--- config.mk ---
export PLATFORM = sky130hd
export DESIGN_NAME = pcpc_port
export DESIGN_NICKNAME = d
export VERILOG_FILES = /design/src/pcpc_pkg.sv /design/src/pcpc_sync.sv /design/src/pcpc_port.sv
export SDC_FILE = /design/constraint.sdc
export NUM_CORES = 1
export LEC_CHECK = 0
export BUFFER_PORTS_ARGS = -buffer_cell sky130_fd_sc_hd__buf_2
export CAP_MARGIN = 15
export CORE_MARGIN = 10
export CORE_UTILIZATION = 35
export CTS_CLUSTER_DIAMETER = 40
export DETAILED_ROUTE_END_ITERATION = 16
export MAX_ROUTING_LAYER = met4
export PLACE_DENSITY_LB_ADDON = 0.15
export SLEW_MARGIN = 20
export SYNTH_ARGS = -nofsm -noshare
export SYNTH_HDL_FRONTEND = slang
export SYNTH_SLANG_ARGS = --single-unit
--- constraint.sdc ---
create_clock -name clk -period 1.6 [get_ports clk]
set_input_delay 0.48 -clock clk [delete_from_list [all_inputs] [get_ports clk]]
set_output_delay 0.48 -clock clk [all_outputs]
set_load 0.02 [all_outputs]
--- src/pcpc_pkg.sv ---
package pcpc_pkg;

   // Port geometry
   localparam int unsigned PIN_COUNT    = 6;
   localparam int unsigned ANALOG_COUNT = 4;
   localparam int unsigned REG_WIDTH    = 8;

   // Register word indices; byte address is four times the index
   localparam logic [2:0] IDX_ANALOG_SELECT = 3'h0;
   localparam logic [2:0] IDX_PULLUP_ENABLE = 3'h1;
   localparam logic [2:0] IDX_OUTPUT_LATCH  = 3'h2;
   localparam logic [2:0] IDX_OPTION        = 3'h3;
   localparam logic [2:0] IDX_PIN_DATA      = 3'h4;
   localparam logic [2:0] IDX_DIRECTION     = 3'h5;

   // Bus geometry
   localparam int unsigned ADDR_WIDTH = 5;
   localparam int unsigned DATA_WIDTH = 32;
   localparam logic [1:0]  WORD_ALIGN = 2'h0;

   // Field positions
   localparam int unsigned OPT_PULLUP_DIS_BIT = 7;
   localparam int unsigned BYTE_LANE0         = 0;

   // Reset values
   localparam logic [7:0] RST_ANALOG_SELECT = 8'h0F;
   localparam logic [7:0] RST_PULLUP_ENABLE = 8'h3F;
   localparam logic [7:0] RST_OUTPUT_LATCH  = 8'h00;
   localparam logic [7:0] RST_OPTION        = 8'hFF;
   localparam logic [7:0] RST_DIRECTION     = 8'h3F;

   // Software-visible register file plus bus response state
   typedef struct packed {
      logic [7:0]  analog_select_c;
      logic [7:0]  pullup_enable_c;
      logic [7:0]  output_latch_c;
      logic [7:0]  option_control;
      logic [7:0]  direction_c;
      logic        ack;
      logic [31:0] rdata;
   } pcpc_state_t;

   // Pad control bundle toward the pad ring
   typedef struct packed {
      logic [7:0] drive;
      logic [7:0] drive_en;
      logic [7:0] pullup_on;
      logic [7:0] dig_in_en;
      logic [7:0] analog_on;
   } pcpc_pad_ctrl_t;

endpackage

--- src/pcpc_sync.sv ---
`timescale 1ns/10ps

// Two-stage synchroniser for asynchronous pad levels
module pcpc_sync #(
   parameter int unsigned WIDTH = 6
) (
   input  wire logic             clk,
   input  wire logic             rst_b,
   input  wire logic [WIDTH-1:0] async_in,
   output      logic [WIDTH-1:0] sync_out
);

   typedef struct packed {
      logic [WIDTH-1:0] stage1;
      logic [WIDTH-1:0] stage2;
   } pcpc_sync_state_t;

   pcpc_sync_state_t st;
   pcpc_sync_state_t next_st;

   // Stage one feeds stage two only, nothing else looks at it
   always_comb begin
      next_st        = st;
      next_st.stage1 = async_in;
      next_st.stage2 = st.stage1;
   end

   // Synchronous reset to zero
   always_ff @(posedge clk) begin
      if (!rst_b) begin
         st <= '0;
      end else begin
         st <= next_st;
      end
   end

   assign sync_out = st.stage2;

endmodule // pcpc_sync

--- src/pcpc_port.sv ---
// Design decisions made here: the register offsets and register access over Avalon-MM.
`timescale 1ns/10ps

module pcpc_port
   import pcpc_pkg::*;
#(
   parameter int unsigned NUM_PINS   = PIN_COUNT,
   parameter int unsigned NUM_ANALOG = ANALOG_COUNT
) (
   input  wire logic                  clk,
   input  wire logic                  rst_b,
   // Avalon-MM slave
   input  wire logic [ADDR_WIDTH-1:0] avs_address,
   input  wire logic                  avs_read,
   input  wire logic                  avs_write,
   input  wire logic [DATA_WIDTH-1:0] avs_writedata,
   input  wire logic [3:0]            avs_byteenable,
   output      logic [DATA_WIDTH-1:0] avs_readdata,
   output      logic                  avs_waitrequest,
   // Pad ring
   input  wire logic [NUM_PINS-1:0]   pad_in,
   output      logic [NUM_PINS-1:0]   pad_out,
   output      logic [NUM_PINS-1:0]   pad_oe,
   output      logic [NUM_PINS-1:0]   pad_pullup_en,
   output      logic [NUM_PINS-1:0]   pad_dig_in_en,
   output      logic [NUM_ANALOG-1:0] analog_pin_select
);

   // Elaboration check on geometry the 8-bit registers can hold
   if (NUM_PINS > REG_WIDTH || NUM_PINS == 0) begin : g_bad_pins
      $error("pcpc_port: NUM_PINS must be 1 to 8");
   end
   if (NUM_ANALOG > NUM_PINS) begin : g_bad_analog
      $error("pcpc_port: NUM_ANALOG must not exceed NUM_PINS");
   end

   // Low-ones mask of n implemented bits
   function automatic logic [7:0] low_mask(input int unsigned n);
      logic [8:0] m;
      m = (9'h001 << n) - 9'h001;
      return m[7:0];
   endfunction

   // Widen an 8-bit register image onto the 32-bit bus
   function automatic logic [31:0] to_word(input logic [7:0] v);
      return {24'h000000, v};
   endfunction

   localparam logic [7:0] PIN_MASK    = low_mask(NUM_PINS);
   localparam logic [7:0] ANALOG_MASK = low_mask(NUM_ANALOG);

   pcpc_state_t     st;
   pcpc_state_t     next_st;
   pcpc_pad_ctrl_t  pad;
   logic [NUM_PINS-1:0] pin_sync;
   logic [7:0]      pin_wide;
   logic [7:0]      pin_read;
   logic [2:0]      reg_idx;
   logic            aligned;
   logic            req;
   logic            wr_take;
   logic            lane0;
   logic [7:0]      wbyte;

   // Pads are asynchronous to clk
   pcpc_sync #(
      .WIDTH (NUM_PINS)
   ) u_pin_sync (
      .clk      (clk),
      .rst_b    (rst_b),
      .async_in (pad_in),
      .sync_out (pin_sync)
   );

   // Bus decode
   assign reg_idx = avs_address[ADDR_WIDTH-1:2];
   assign aligned = (avs_address[1:0] == WORD_ALIGN);
   assign req     = avs_read | avs_write;
   assign lane0   = avs_byteenable[BYTE_LANE0];
   assign wbyte   = avs_writedata[7:0];
   // Write lands on the edge where waitrequest is seen low
   assign wr_take = avs_write & st.ack & aligned & lane0;

   // One wait cycle, then release for one cycle
   assign avs_waitrequest = req & ~st.ack;
   assign avs_readdata    = st.rdata;

   // Pad control derivation
   always_comb begin
      pin_wide      = 8'h00;
      pin_wide[NUM_PINS-1:0] = pin_sync;
      pad           = '0;
      // Direction 1 is input, so drive only on 0
      pad.drive     = st.output_latch_c & PIN_MASK;
      pad.drive_en  = ~st.direction_c & PIN_MASK;
      pad.analog_on = st.analog_select_c & ANALOG_MASK;
      // Analog pins lose the digital input buffer
      pad.dig_in_en = ~pad.analog_on & PIN_MASK;
      // Global disable bit off, pin requested, pin not an output
      pad.pullup_on = st.pullup_enable_c
                    & {8{~st.option_control[OPT_PULLUP_DIS_BIT]}}
                    & st.direction_c
                    & PIN_MASK;
      // Read path sees pad level only where the buffer is on
      pin_read      = pin_wide & pad.dig_in_en;
   end

   // Register file and bus response
   always_comb begin
      next_st       = st;
      // Ack pulses for exactly one cycle per request
      next_st.ack   = req & ~st.ack;
      if (req && !st.ack) begin
         // Capture read data on the same edge the ack rises
         next_st.rdata = 32'h00000000;
         if (avs_read && aligned) begin
            case (reg_idx)
               IDX_ANALOG_SELECT: begin
                  next_st.rdata = to_word(st.analog_select_c & ANALOG_MASK);
               end
               IDX_PULLUP_ENABLE: begin
                  next_st.rdata = to_word(st.pullup_enable_c & PIN_MASK);
               end
               IDX_OUTPUT_LATCH: begin
                  next_st.rdata = to_word(st.output_latch_c & PIN_MASK);
               end
               IDX_OPTION: begin
                  next_st.rdata = to_word(st.option_control);
               end
               IDX_PIN_DATA: begin
                  next_st.rdata = to_word(pin_read);
               end
               IDX_DIRECTION: begin
                  next_st.rdata = to_word(st.direction_c & PIN_MASK);
               end
               default: begin
                  // Unmapped words read as zero
                  next_st.rdata = 32'h00000000;
               end
            endcase
         end
      end
      // Writes keep only implemented bits
      if (wr_take) begin
         case (reg_idx)
            IDX_ANALOG_SELECT: begin
               next_st.analog_select_c = wbyte & ANALOG_MASK;
            end
            IDX_PULLUP_ENABLE: begin
               next_st.pullup_enable_c = wbyte & PIN_MASK;
            end
            IDX_OUTPUT_LATCH: begin
               next_st.output_latch_c  = wbyte & PIN_MASK;
            end
            IDX_OPTION: begin
               next_st.option_control  = wbyte;
            end
            IDX_PIN_DATA: begin
               // Port writes go to the latch, not the pins
               next_st.output_latch_c  = wbyte & PIN_MASK;
            end
            IDX_DIRECTION: begin
               next_st.direction_c     = wbyte & PIN_MASK;
            end
            default: begin
               // Unmapped writes are dropped
               next_st = next_st;
            end
         endcase
      end
   end

   // State register, synchronous active-low reset
   always_ff @(posedge clk) begin
      if (!rst_b) begin
         st.analog_select_c <= RST_ANALOG_SELECT;
         st.pullup_enable_c <= RST_PULLUP_ENABLE;
         st.output_latch_c  <= RST_OUTPUT_LATCH;
         st.option_control  <= RST_OPTION;
         st.direction_c     <= RST_DIRECTION;
         st.ack             <= 1'b0;
         st.rdata           <= 32'h00000000;
      end else begin
         st <= next_st;
      end
   end

   // Pad outputs, all combinational from registered state
   assign pad_out           = pad.drive[NUM_PINS-1:0];
   assign pad_oe            = pad.drive_en[NUM_PINS-1:0];
   assign pad_pullup_en     = pad.pullup_on[NUM_PINS-1:0];
   assign pad_dig_in_en     = pad.dig_in_en[NUM_PINS-1:0];
   assign analog_pin_select = pad.analog_on[NUM_ANALOG-1:0];

endmodule // pcpc_port

# --- Word level (Yosys, flattened, before mapping) ---
# Cells that the tools add are included.
word_totals:
  register_bits: 75
  in_bits: 51
  wordCells: 40
op_classes:
  eq_ne: 5
  n_mux: 3
  bitwise: 12
  reduce_logical: 11
ops:
  columns: ["op", "n"]
  rows:
  - ["32-bit 2-to-1 mux", 2]
  - ["8-bit one-hot mux with 6 select lines", 1]
  - ["6-bit AND", 3]
  - ["2-bit AND reduction", 5]
  - ["3-bit by 2-bit equality test with 1-bit output (second input constant)", 2]
  - ["3-bit equality test (second input constant)", 2]
  - ["4-bit NOT with 6-bit output", 1]
  - ["6-bit NOT", 1]
  - ["1-bit AND", 4]
  - ["3-bit by 1-bit equality test with 1-bit output (second input constant)", 1]
  - ["3-bit zero test", 1]
  - ["1-bit logical AND", 2]
  - ["2-bit zero test", 1]
  - ["1-bit NOT", 2]
  - ["2-bit OR reduction", 1]
  - ["1-bit zero test", 1]
  - ["1-bit bitwise OR", 1]

# --- Logic depth before layout (Yosys ltp) ---
# Gate-level depths: netlist of run 1.
logic_depth:
  word_depth: 5
  ltp_mapped: 5
  mapped_depth_nobuf: 4

# --- Cells and area by module ---
# A second synthesis of run 1 with hierarchy kept.
hier_totals:
  hier_cells: 286
  hier_area_um2: 2690.1
by_module_without_submodules:
  columns: ["mod", "n_inst", "cells_each", "area_per_inst_um2"]
  rows:
  - ["pcpc_port", 1, 261, 2353.5]
  - ["pcpc_sync", 1, 25, 336.6]

# --- Least setup slack after synthesis of run 1 ---
# Ideal clock, no wire load.
synth_path:
  path_kind: "input to output"
  from: "in avs_read"
  to: "out avs_waitrequest"
  t_arrival_ns: 1.063
  t_required_ns: 1.120
  slack_ns: 0.057
  path_stages: 2
  cell_sequence: "o21bai_1 inv_1"
synth_between:
  elab_chain_cells: 2
synth_lines:
  columns: ["element", "line", "source"]
  rows:
  - ["from (decl)", "pcpc_port.sv:14", "input wire logic avs_read,"]
  - ["1-bit bitwise OR", "pcpc_port.sv:78", "assign req = avs_read | avs_write;"]
  - ["1-bit AND", "pcpc_port.sv:85", "assign avs_waitrequest = req & ~st.ack;"]
  - ["to (decl)", "pcpc_port.sv:19", "output logic avs_waitrequest,"]
# No other way between the ends.

# --- Worst setup path in the final report of run 1 ---
layout_path:
  from: "reg st[48] (netlist name)"
  to: "out pad_pullup_en[1]"
layout_between:
  elab_chain_cells: 3
layout_lines:
  columns: ["element", "line", "source"]
  rows:
  - ["from (decl)", "pcpc_port.sv:52", "pcpc_state_t st;"]
  - ["from (signal assigned)", "pcpc_port.sv:184", "st <= next_st;"]
  - ["1-bit NOT", "pcpc_port.sv:101", "& {8{~st.option_control[OPT_PULLUP_DIS_BIT]}}"]
  - ["6-bit AND", "pcpc_port.sv:101", null]
  - ["6-bit AND", "pcpc_port.sv:102", "& st.direction_c"]
  - ["to (decl)", "pcpc_port.sv:24", "output logic [NUM_PINS-1:0] pad_pullup_en,"]
# No other way between the ends.

==> flow_metrics.py, run 1 <==
metrics = {
    "status": {
        "status": "complete, no violations",
    },
    "die": {
        "fp.dieH_um": 105,
        "io_pins": 112,
        "die_area_mm2": 0.0111,
        "die_w_um": 105,
        "start_util_pct": 35.6,
        "num_rows": 31,
        "core-area_mm2": 0.00718,
    },
    "clock_tree": {
        "clock-sinks": 51,
        "clock_latency_ps": 310,
        "cts_root_buf": "clkbuf_8",
        "numCtsBuffers": 5,
        "path_clk_slew_ps": 100,
        "cts_htree_levels": 2,
        "cts_max_path_buffers": 2,
        "cts_tree": "done",
        "hold_buffers": 0,
    },
    "placed_design": {
        "gp_congestion": 0.754,
        "io_buffers": 58,
        "dpl.cell_count": 420,
        "pre_cts_ws_ps": -336,
        "dpl.hpwl_um": 5230,
    },
    "setup_path": {
        "critPathBufInv": 1,
        "critPathRequiredTime_ps": 1120,
        "end_kind": "output pin",
        "critPathMaxFanout": 8,
        "slowest_stage": "dfxtp_4",
        "critPathMaxStageDelay_ps": 400,
        "crit_family": "flip-flops",
        "crit_path_start_kind": "register",
        "critical_path_arrival_ps": 1050,
        "path_cells": "nor3b_2 > buf_2",
        "path_class": "register to output pin",
    },
    "sta": {
        "fin_setup_tns_ps": 0,
        "fin_crit_sh_pct": 95.9,
        "setup_viol_count_final": 0,
        "worst_slack_ps": 65.2,
        "hold_violations": 0,
        "post-route-min-period_ps": 1530,
        "skew_ps": 5.44,
        "hold_slack_ps": 365,
        "clock.fmax_mhz": 652,
        "slew_viol_final": 0,
    },
    "drt": {
        "routedWlPerCell_um": 15.2,
        "avgViaCountPerCell": 4.47,
        "drt_pass1_iterations": 4,
        "drt-initial-drc-count": 43,
        "detail_route.wirelength_um": 6540,
        "drcViolationCount": 0,
        "detail-route-antenna-nets": 0,
        "vias": 1917,
    },
    "final_layout": {
        "nFillCells": 793,
        "mostFrequentLayoutCell": "buf_2",
        "multi_input_area_mm2": 0.00118,
        "synthToLayoutAreaGrowth_pct": 17.0,
        "stdcell_count": 429,
        "final_cell_mix": "buf_2 (55), dfxtp_1 (45), mux2i_1 (28), nand2_1 (27), conb_1 (26)",
        "drive_gt1_share_pct": 33.9,
        "final_nets": 380,
        "diodes": 0,
        "ff_latch_area_mm2": 0.00103,
    },
    "global_route": {
        "grt_pass1_wl_um": 10700,
        "antenna_found_initial": 0,
        "grt_pass1_vias": 2094,
        "grt_util_all_layers_pct": 12.2,
        "gr-total-overflow": 0,
        "grt_max_degree": 19,
    },
    "logic_synthesis": {
        "ys_types": 43,
        "syn_area_mm2": 0.00255,
        "synth_ff_type": "dfxtp_1",
        "syn_inst": 273,
        "synth-seq-area-share_pct": 40.0,
        "synthArstFlopShare_pct": 0,
        "synth_edf_count": 0,
        "synth_seq_cells": 51,
        "avgSynthCellArea_um2": 9.35,
        "ys.warnings.count": 0,
    },
    "power_and_ir_drop": {
        "leakagePower_nw": 1.57,
        "p_comb_share_pct": 11.2,
        "clkPwrFrac_pct": 37.3,
        "swShare_pct": 25.9,
        "report.power.total_mw": 2.51,
        "irDropWorstVdd_mv": 0.399,
        "p_sw_mw": 0.650,
        "pwr_density_cell_mw_per_mm2": 841,
        "pwr-share-seq_pct": 51.6,
        "internal-power_mw": 1.86,
    },
    "worst_hold_path": {
        "hp-class": "input port to register",
    },
    "job": {
        "drv_cap": 0,
    },
}
==> synthesized netlist by cell type (2+ instances only) <==
master / number / share of area (%)
dfxtp_1: 51 / 40
buf_4: 48 / 14
mux2i_1: 28 / 11
nand2_1: 27 / 4.0
and2_1: 17 / 4.2
nor2_1: 15 / 2.2
inv_1: 11 / 1.6
nor3b_1: 6 / 1.8
o211ai_1: 6 / 1.8
a21oi_1: 5 / 0.98
a221oi_1: 5 / 1.7
clkbuf_1: 4 / 0.59
buf_6: 3 / 1.3
nand3_1: 3 / 0.59
nor2b_1: 3 / 0.74
nor3_1: 3 / 0.59
o21ai_0: 3 / 0.59
a211oi_1: 2 / 0.59
a21o_1: 2 / 0.59
a22o_1: 2 / 0.69
a22oi_1: 2 / 0.59
and4bb_2: 2 / 0.98
clkinv_1: 2 / 0.29
conb_1: 2 / 0.29
nand4_1: 2 / 0.49
o31ai_1: 2 / 0.59
==> cells by family (layout without fill, tap and decap cells) <==
kind of cell	count (synthesis)	count (layout)	share of synthesized area (%)
compound gates	37	37	11.8
flops	51	51	40.0
mux	29	29	11.4
buf+inv	69	102	18.1
simple gates	85	85	18.4
other cells	2	26	0.294
==> per-stage QoR <==
stage	utilization (%)	area, µm²
floorplan	-	2640
global placement	39.3	2820
detailed placement	39.3	2820
CTS	41.0	2940
global route	41.6	2990
finish	41.6	2990
==> worst reg2reg max path: stages, from the launching register on <==
cell,delay [ps]
dfxtp_2,350
or4b_4,510
a21oi_4,190
nand2_2,90
o31ai_1,240
==> area by class of cell <==
cell class,count,area share [%]
clock inverter,3,1.55
clock buffer,5,2.30
timing repair buffer,81,16.2
sequential,51,34.5
inverter,13,1.63
tap,99,4.15
multi-input combinational,177,39.7
==> worst paths after layout <==
kind                                            start                      to  slack [ps]  cells past startpoint
worst max-delay path                           st[48]        pad_pullup_en[1]          70                      2
worst min-delay path                        pad_in[5]   u_pin_sync.next_st[5]         360                      2
worst max register to register                 st[32]         avs_readdata[4]         150                      4
worst min register to register  u_pin_sync.next_st[3]  u_pin_sync.sync_out[3]         430                      1
==> timing repair <==
item                       4_1_cts  5_1_grt
setup endpoints to repair       11       15
resized for setup                5       13
pin swaps                        0        1
buffers inserted                 0        1
==> registers in the layout (all words and copies together), names as in the netlist <==
name	count
avs_readdata	8
st	21
pad_out	6
u_pin_sync.sync_out	6
u_pin_sync.next_st	6
analog_pin_select	4
==> layer usage <==
metal,global-route usage [%],wire (µm),up-vias
met5,-,0,-
met4,3.24,54,0
met3,3.41,368,5
met2,20.5,3190,58
met1,13.8,2930,882
li1,-,-,972
==> power by group through the flow <==
| stage | Combinational [mW] | Clock, mW | Sequential, mW |
|---|---|---|---|
| 2_1_floorplan | 0.229 | 0 | 1.32 |
| 3_3_place_gp | 0.279 | 0 | 1.33 |
| 3_5_place_dp | 0.279 | 0 | 1.33 |
| 4_1_cts | 0.281 | 0.957 | 1.30 |
| 5_1_grt | 0.311 | 1.01 | 1.30 |
| 6_report | 0.281 | 0.936 | 1.30 |
Note: power is estimated with default switching activity, not from simulation.
==> inputs of run 2 (changes only) <==
clock period = 1.35 ns   (was 1.6 ns; I/O delays follow)
==> flow_metrics.py, run 2 (synthesis results as in run 1) <==
metrics = {
    "clock_tree": {
        "cts_root_buf": "clkbuf_8",
        "clock_latency_ps": 300,
        "path_clk_slew_ps": 90,
        "numCtsBuffers": 5,
        "hold_buffers": 0,
        "cts_htree_levels": 2,
        "clock-sinks": 51,
        "cts_tree": "done",
        "cts_max_path_buffers": 2,
    },
    "placed_design": {
        "io_buffers": 58,
        "dpl.hpwl_um": 5420,
        "gp_congestion": 0.825,
        "dpl.cell_count": 426,
    },
    "global_route": {
        "gr-total-overflow": 0,
        "grt_util_all_layers_pct": 12.4,
        "grt_pass1_vias": 2118,
        "grt_max_degree": 17,
        "grt_pass1_wl_um": 10900,
        "antenna_found_initial": 0,
    },
    "final_layout": {
        "top_register": "st",
        "drive_gt1_share_pct": 41.6,
        "synthToLayoutAreaGrowth_pct": 25.3,
        "stdcell_count": 440,
        "final_nets": 391,
        "diodes": 0,
        "largest_register_ffs": 21,
        "mostFrequentLayoutCell": "buf_2",
        "final_cell_mix": "buf_2 (47), dfxtp_1 (37), buf_4 (35), nand2_1 (27), mux2i_1 (27)",
    },
    "sta": {
        "worst_slack_ps": -107,
        "clock.fmax_mhz": 686,
        "rsz0062_at_grt": "true",
        "fin_crit_sh_pct": 108,
        "slew_viol_final": 0,
        "setup_viol_count_final": 9,
        "skew_ps": 5.85,
        "hold_violations": 0,
        "post-route-min-period_ps": 1460,
    },
    "job": {
        "drv_cap": 0,
    },
    "power_and_ir_drop": {
        "irDropWorstVdd_mv": 0.432,
        "leakagePower_nw": 1.63,
        "pwr_density_cell_mw_per_mm2": 861,
        "report.power.total_mw": 2.76,
    },
    "die": {
        "num_rows": 31,
        "core-area_mm2": 0.00718,
        "die_w_um": 105,
        "fp.dieH_um": 105,
        "io_pins": 112,
        "die_area_mm2": 0.0111,
        "start_util_pct": 35.6,
    },
    "drt": {
        "avgViaCountPerCell": 4.55,
        "detail-route-antenna-nets": 0,
        "vias": 2004,
        "drt-initial-drc-count": 51,
        "routedWlPerCell_um": 15.5,
        "drcViolationCount": 0,
        "drt_pass1_iterations": 4,
        "detail_route.wirelength_um": 6820,
    },
    "worst_hold_path": {
        "hp-class": "input port to register",
        "hold_depth": 2,
    },
    "setup_path": {
        "crit_path_start_kind": "register",
        "end_kind": "output pin",
        "critical_path_arrival_ps": 1050,
        "critPathRequiredTime_ps": 950,
        "path_class": "register to output pin",
        "reg2regPathDepth": 4,
        "critPathMaxFanout": 8,
    },
    "status": {
        "status": "finished with violations",
        "violations": "setup timing",
    },
}
[run 2: cell types whose count changed in the layout (fill, tap and decap cells not counted), sizes merged]
cell,previous run,this run
inv,12,11
bufinv,1,0
clkbuf,5,7
clkinv,2,3
buf,81,91
[run 2: critical path, stage by stage, from the launching register on]
cell	delay [ps]
dfxtp_4	410
nor3b_4	210
buf_6	140
[run 2: routing by layer]
metal  wire length (µm)  track usage (%)  part of all wire (%)  vias to the layer above
li1                   -                -                     -                      996
met1               3070             14.4                    45                      950
met2               3310             20.4                    49                       52
met3                363             3.59                   5.3                        6
met4                 76             3.24                   1.1                        0
met5                  0                -                     0                        -
[run 2: per-stage QoR]
stage          TNS (ps)  hold slack, ps  instance area (µm²)  worst slack, ps  util, %
2_1_floorplan      -448             406                 2660            -58.4        -
3_3_place_gp     -10390             411                 2900             -360     40.3
3_5_place_dp     -11600             415                 2900             -419     40.3
4_1_cts            -613             296                 3100             -101     43.2
5_1_grt           -1500             296                 3200             -167     44.6
6_report           -644             304                 3200             -107     44.6
[run 2: path summary, 6_finish.rpt]
path | startpoint | end | slack [ps]
max | st[48] | pad_pullup_en[2] | -110
min | pad_in[1] | u_pin_sync.next_st[1] | 300
max reg2reg | st[32] | avs_readdata[4] | -70
min reg2reg | u_pin_sync.next_st[3] | u_pin_sync.sync_out[3] | 440
[run 2: layout make-up]
type                    count  area, µm²
clock buffers               6       72.6
repair buffers             92        642
multi-input cells         177       1260
inverters                  13       48.8
fillers                   736       3980
well taps                  99        124
clock inverters             2       12.5
flip-flops and latches     51       1040
[run 2: repair_timing]
item                                    CTS  global route
endpoints found under the setup margin   35            35
resized for setup                        36            24
buffers inserted                          4             2
pin swaps                                 5            14
[run 2: report_power, final]
part	leakage (nW)	total (mW)	switching, mW	internal, mW
Sequential	0.410	1.53	0.00932	1.52
Clock	0.0412	0.839	0.476	0.363
Combinational	1.18	0.382	0.230	0.153
Total	1.63	2.76	0.715	2.04
==> inputs of run 3 (changes only) <==
CORE_UTILIZATION = 43   (was 35)
REMOVE_ABC_BUFFERS = 1   (was default)
==> flow_metrics.py, run 3 (synthesis results as in run 1) <==
metrics = {
    "status": {
        "status": "finished with violations",
        "violations": "setup timing",
    },
    "setup_path": {
        "path_class": "register to output pin",
        "worstReg2RegStart": "st[32]",
        "critical_path_arrival_ps": 1050,
        "critPathMaxFanout": 8,
        "critPathRequiredTime_ps": 950,
        "crit_path_start_kind": "register",
        "end_kind": "output pin",
        "slowest_stage": "dfxtp_4",
        "critPathMaxStageDelay_ps": 410,
        "cp-startpoint": "st[48]",
        "path_cells": "nor3b_2 > buf_4",
        "reg2regPathDepth": 5,
    },
    "sta": {
        "worst_slack_ps": -104,
        "clock.fmax_mhz": 688,
        "fin_crit_sh_pct": 108,
        "setup_viol_count_final": 14,
        "slew_viol_final": 0,
        "post-route-min-period_ps": 1450,
        "hold_violations": 0,
        "rsz0062_at_grt": "true",
        "skew_ps": 5.13,
    },
    "clock_tree": {
        "cts_max_path_buffers": 2,
        "path_clk_slew_ps": 90,
        "numCtsBuffers": 5,
        "clock_latency_ps": 300,
        "cts_htree_levels": 2,
        "cts_root_buf": "clkbuf_8",
        "clock-sinks": 51,
        "cts_tree": "done",
    },
    "global_route": {
        "grt_pass1_vias": 2124,
        "grt_pass1_wl_um": 11000,
        "grt_max_degree": 21,
        "antenna_found_initial": 0,
        "grt_util_all_layers_pct": 14.6,
        "gr-total-overflow": 0,
    },
    "drt": {
        "drt_pass1_iterations": 4,
        "routedWlPerCell_um": 16.0,
        "avgViaCountPerCell": 4.84,
        "drt-initial-drc-count": 86,
        "detail-route-antenna-nets": 0,
        "vias": 2026,
        "detail_route.wirelength_um": 6700,
        "drcViolationCount": 0,
    },
    "final_layout": {
        "nFillCells": 559,
        "diodes": 0,
        "finish.utilization_pct": 54.5,
        "drive_gt1_share_pct": 42.4,
        "largest_register_ffs": 21,
        "synthToLayoutAreaGrowth_pct": 24.9,
        "final_cell_mix": "buf_2 (47), buf_4 (41), dfxtp_1 (39), nand2_1 (27)",
        "top_register": "st",
        "stdcell_count": 419,
        "final_nets": 394,
        "mostFrequentLayoutCell": "buf_2",
    },
    "placed_design": {
        "gp_congestion": 0.838,
        "dpl.hpwl_um": 5260,
        "dpl.cell_count": 406,
        "io_buffers": 58,
    },
    "power_and_ir_drop": {
        "leakagePower_nw": 1.65,
        "irDropWorstVdd_mv": 0.436,
        "pwr_density_cell_mw_per_mm2": 945,
    },
    "worst_hold_path": {
        "hp-class": "input port to register",
        "hold_depth": 2,
        "min_from": "pad_in[1]",
    },
    "job": {
        "drv_cap": 0,
    },
    "die": {
        "start_util_pct": 43.6,
        "fp.dieH_um": 97.0,
        "die_w_um": 97.0,
        "io_pins": 112,
        "die_area_mm2": 0.00942,
        "core-area_mm2": 0.00585,
        "num_rows": 28,
    },
}
run 3: cell count changes in the layout (fill, tap and decap cells not counted), sizes merged:
cell and delta:
bufinv +1, clkbuf -1, clkinvlp -1, buf +4
run 3: worst paths after layout:
| check | endpoint | slack (ps) |
|---|---|---|
| hold reg to reg | u_pin_sync.sync_out[3] | 430 |
| setup / recovery | pad_pullup_en[1] | -100 |
| hold / removal | u_pin_sync.next_st[1] | 300 |
| setup reg to reg | avs_readdata[0] | -50 |
run 3: stage by stage:
stage | setup TNS (ps) | setup WS, ps | power [mW] | hold slack [ps] | cell area [µm²]
after floorplan | -1720 | -136 | 1.73 | 406 | 2230
after global placement | -8960 | -383 | 1.91 | 408 | 2870
after detailed placement | -9900 | -463 | 1.91 | 417 | 2870
after CTS | -797 | -120 | 3.02 | 293 | 3090
after global routing | -1650 | -173 | 3.14 | 294 | 3190
final | -699 | -104 | 3.01 | 303 | 3190
run 3: cell type report:
cell class,count,area (µm²),share of cell area [%]
Clock inverter,2,35.0,1.10
Timing Repair Buffer,95,631,19.8
Multi-Input combinational cell,177,1260,39.5
Sequential cell,51,1040,32.6
Tap cell,75,93.8,2.94
Inverter,13,48.8,1.53
Clock buffer,6,82.6,2.59
run 3: power breakdown:
| part | total (mW) | internal (mW) | switching [mW] | leakage, nW |
|---|---|---|---|---|
| clock network | 1.10 | 0.600 | 0.502 | 0.0612 |
| registers | 1.53 | 1.53 | 0.00885 | 0.410 |
| logic | 0.376 | 0.143 | 0.234 | 1.17 |
run 3: routing by layer:
metal | vias to the layer above | global-route usage, % | part of all wire (%)
met2 | 68 | 21.7 | 45
met5 | - | - | 0
met1 | 952 | 18.5 | 48
li1 | 999 | - | -
met3 | 7 | 3.98 | 5.8
met4 | 0 | 5.22 | 1.4
run 3: critical path: cells and delay by family (launching register included):
kind / cells / cell delay [ps]
buffers and inverters: 1 / 160
DFF: 1 / 410
and+or+nand+nor: 1 / 170
run 3: what timing repair did:
item / 4_1_cts / 5_1_grt
setup buffers: 2 / 4
pin swaps: 7 / 12
hold buffers: 0 / 0
endpoints found under the setup margin: 22 / 33
resized for setup: 35 / 24
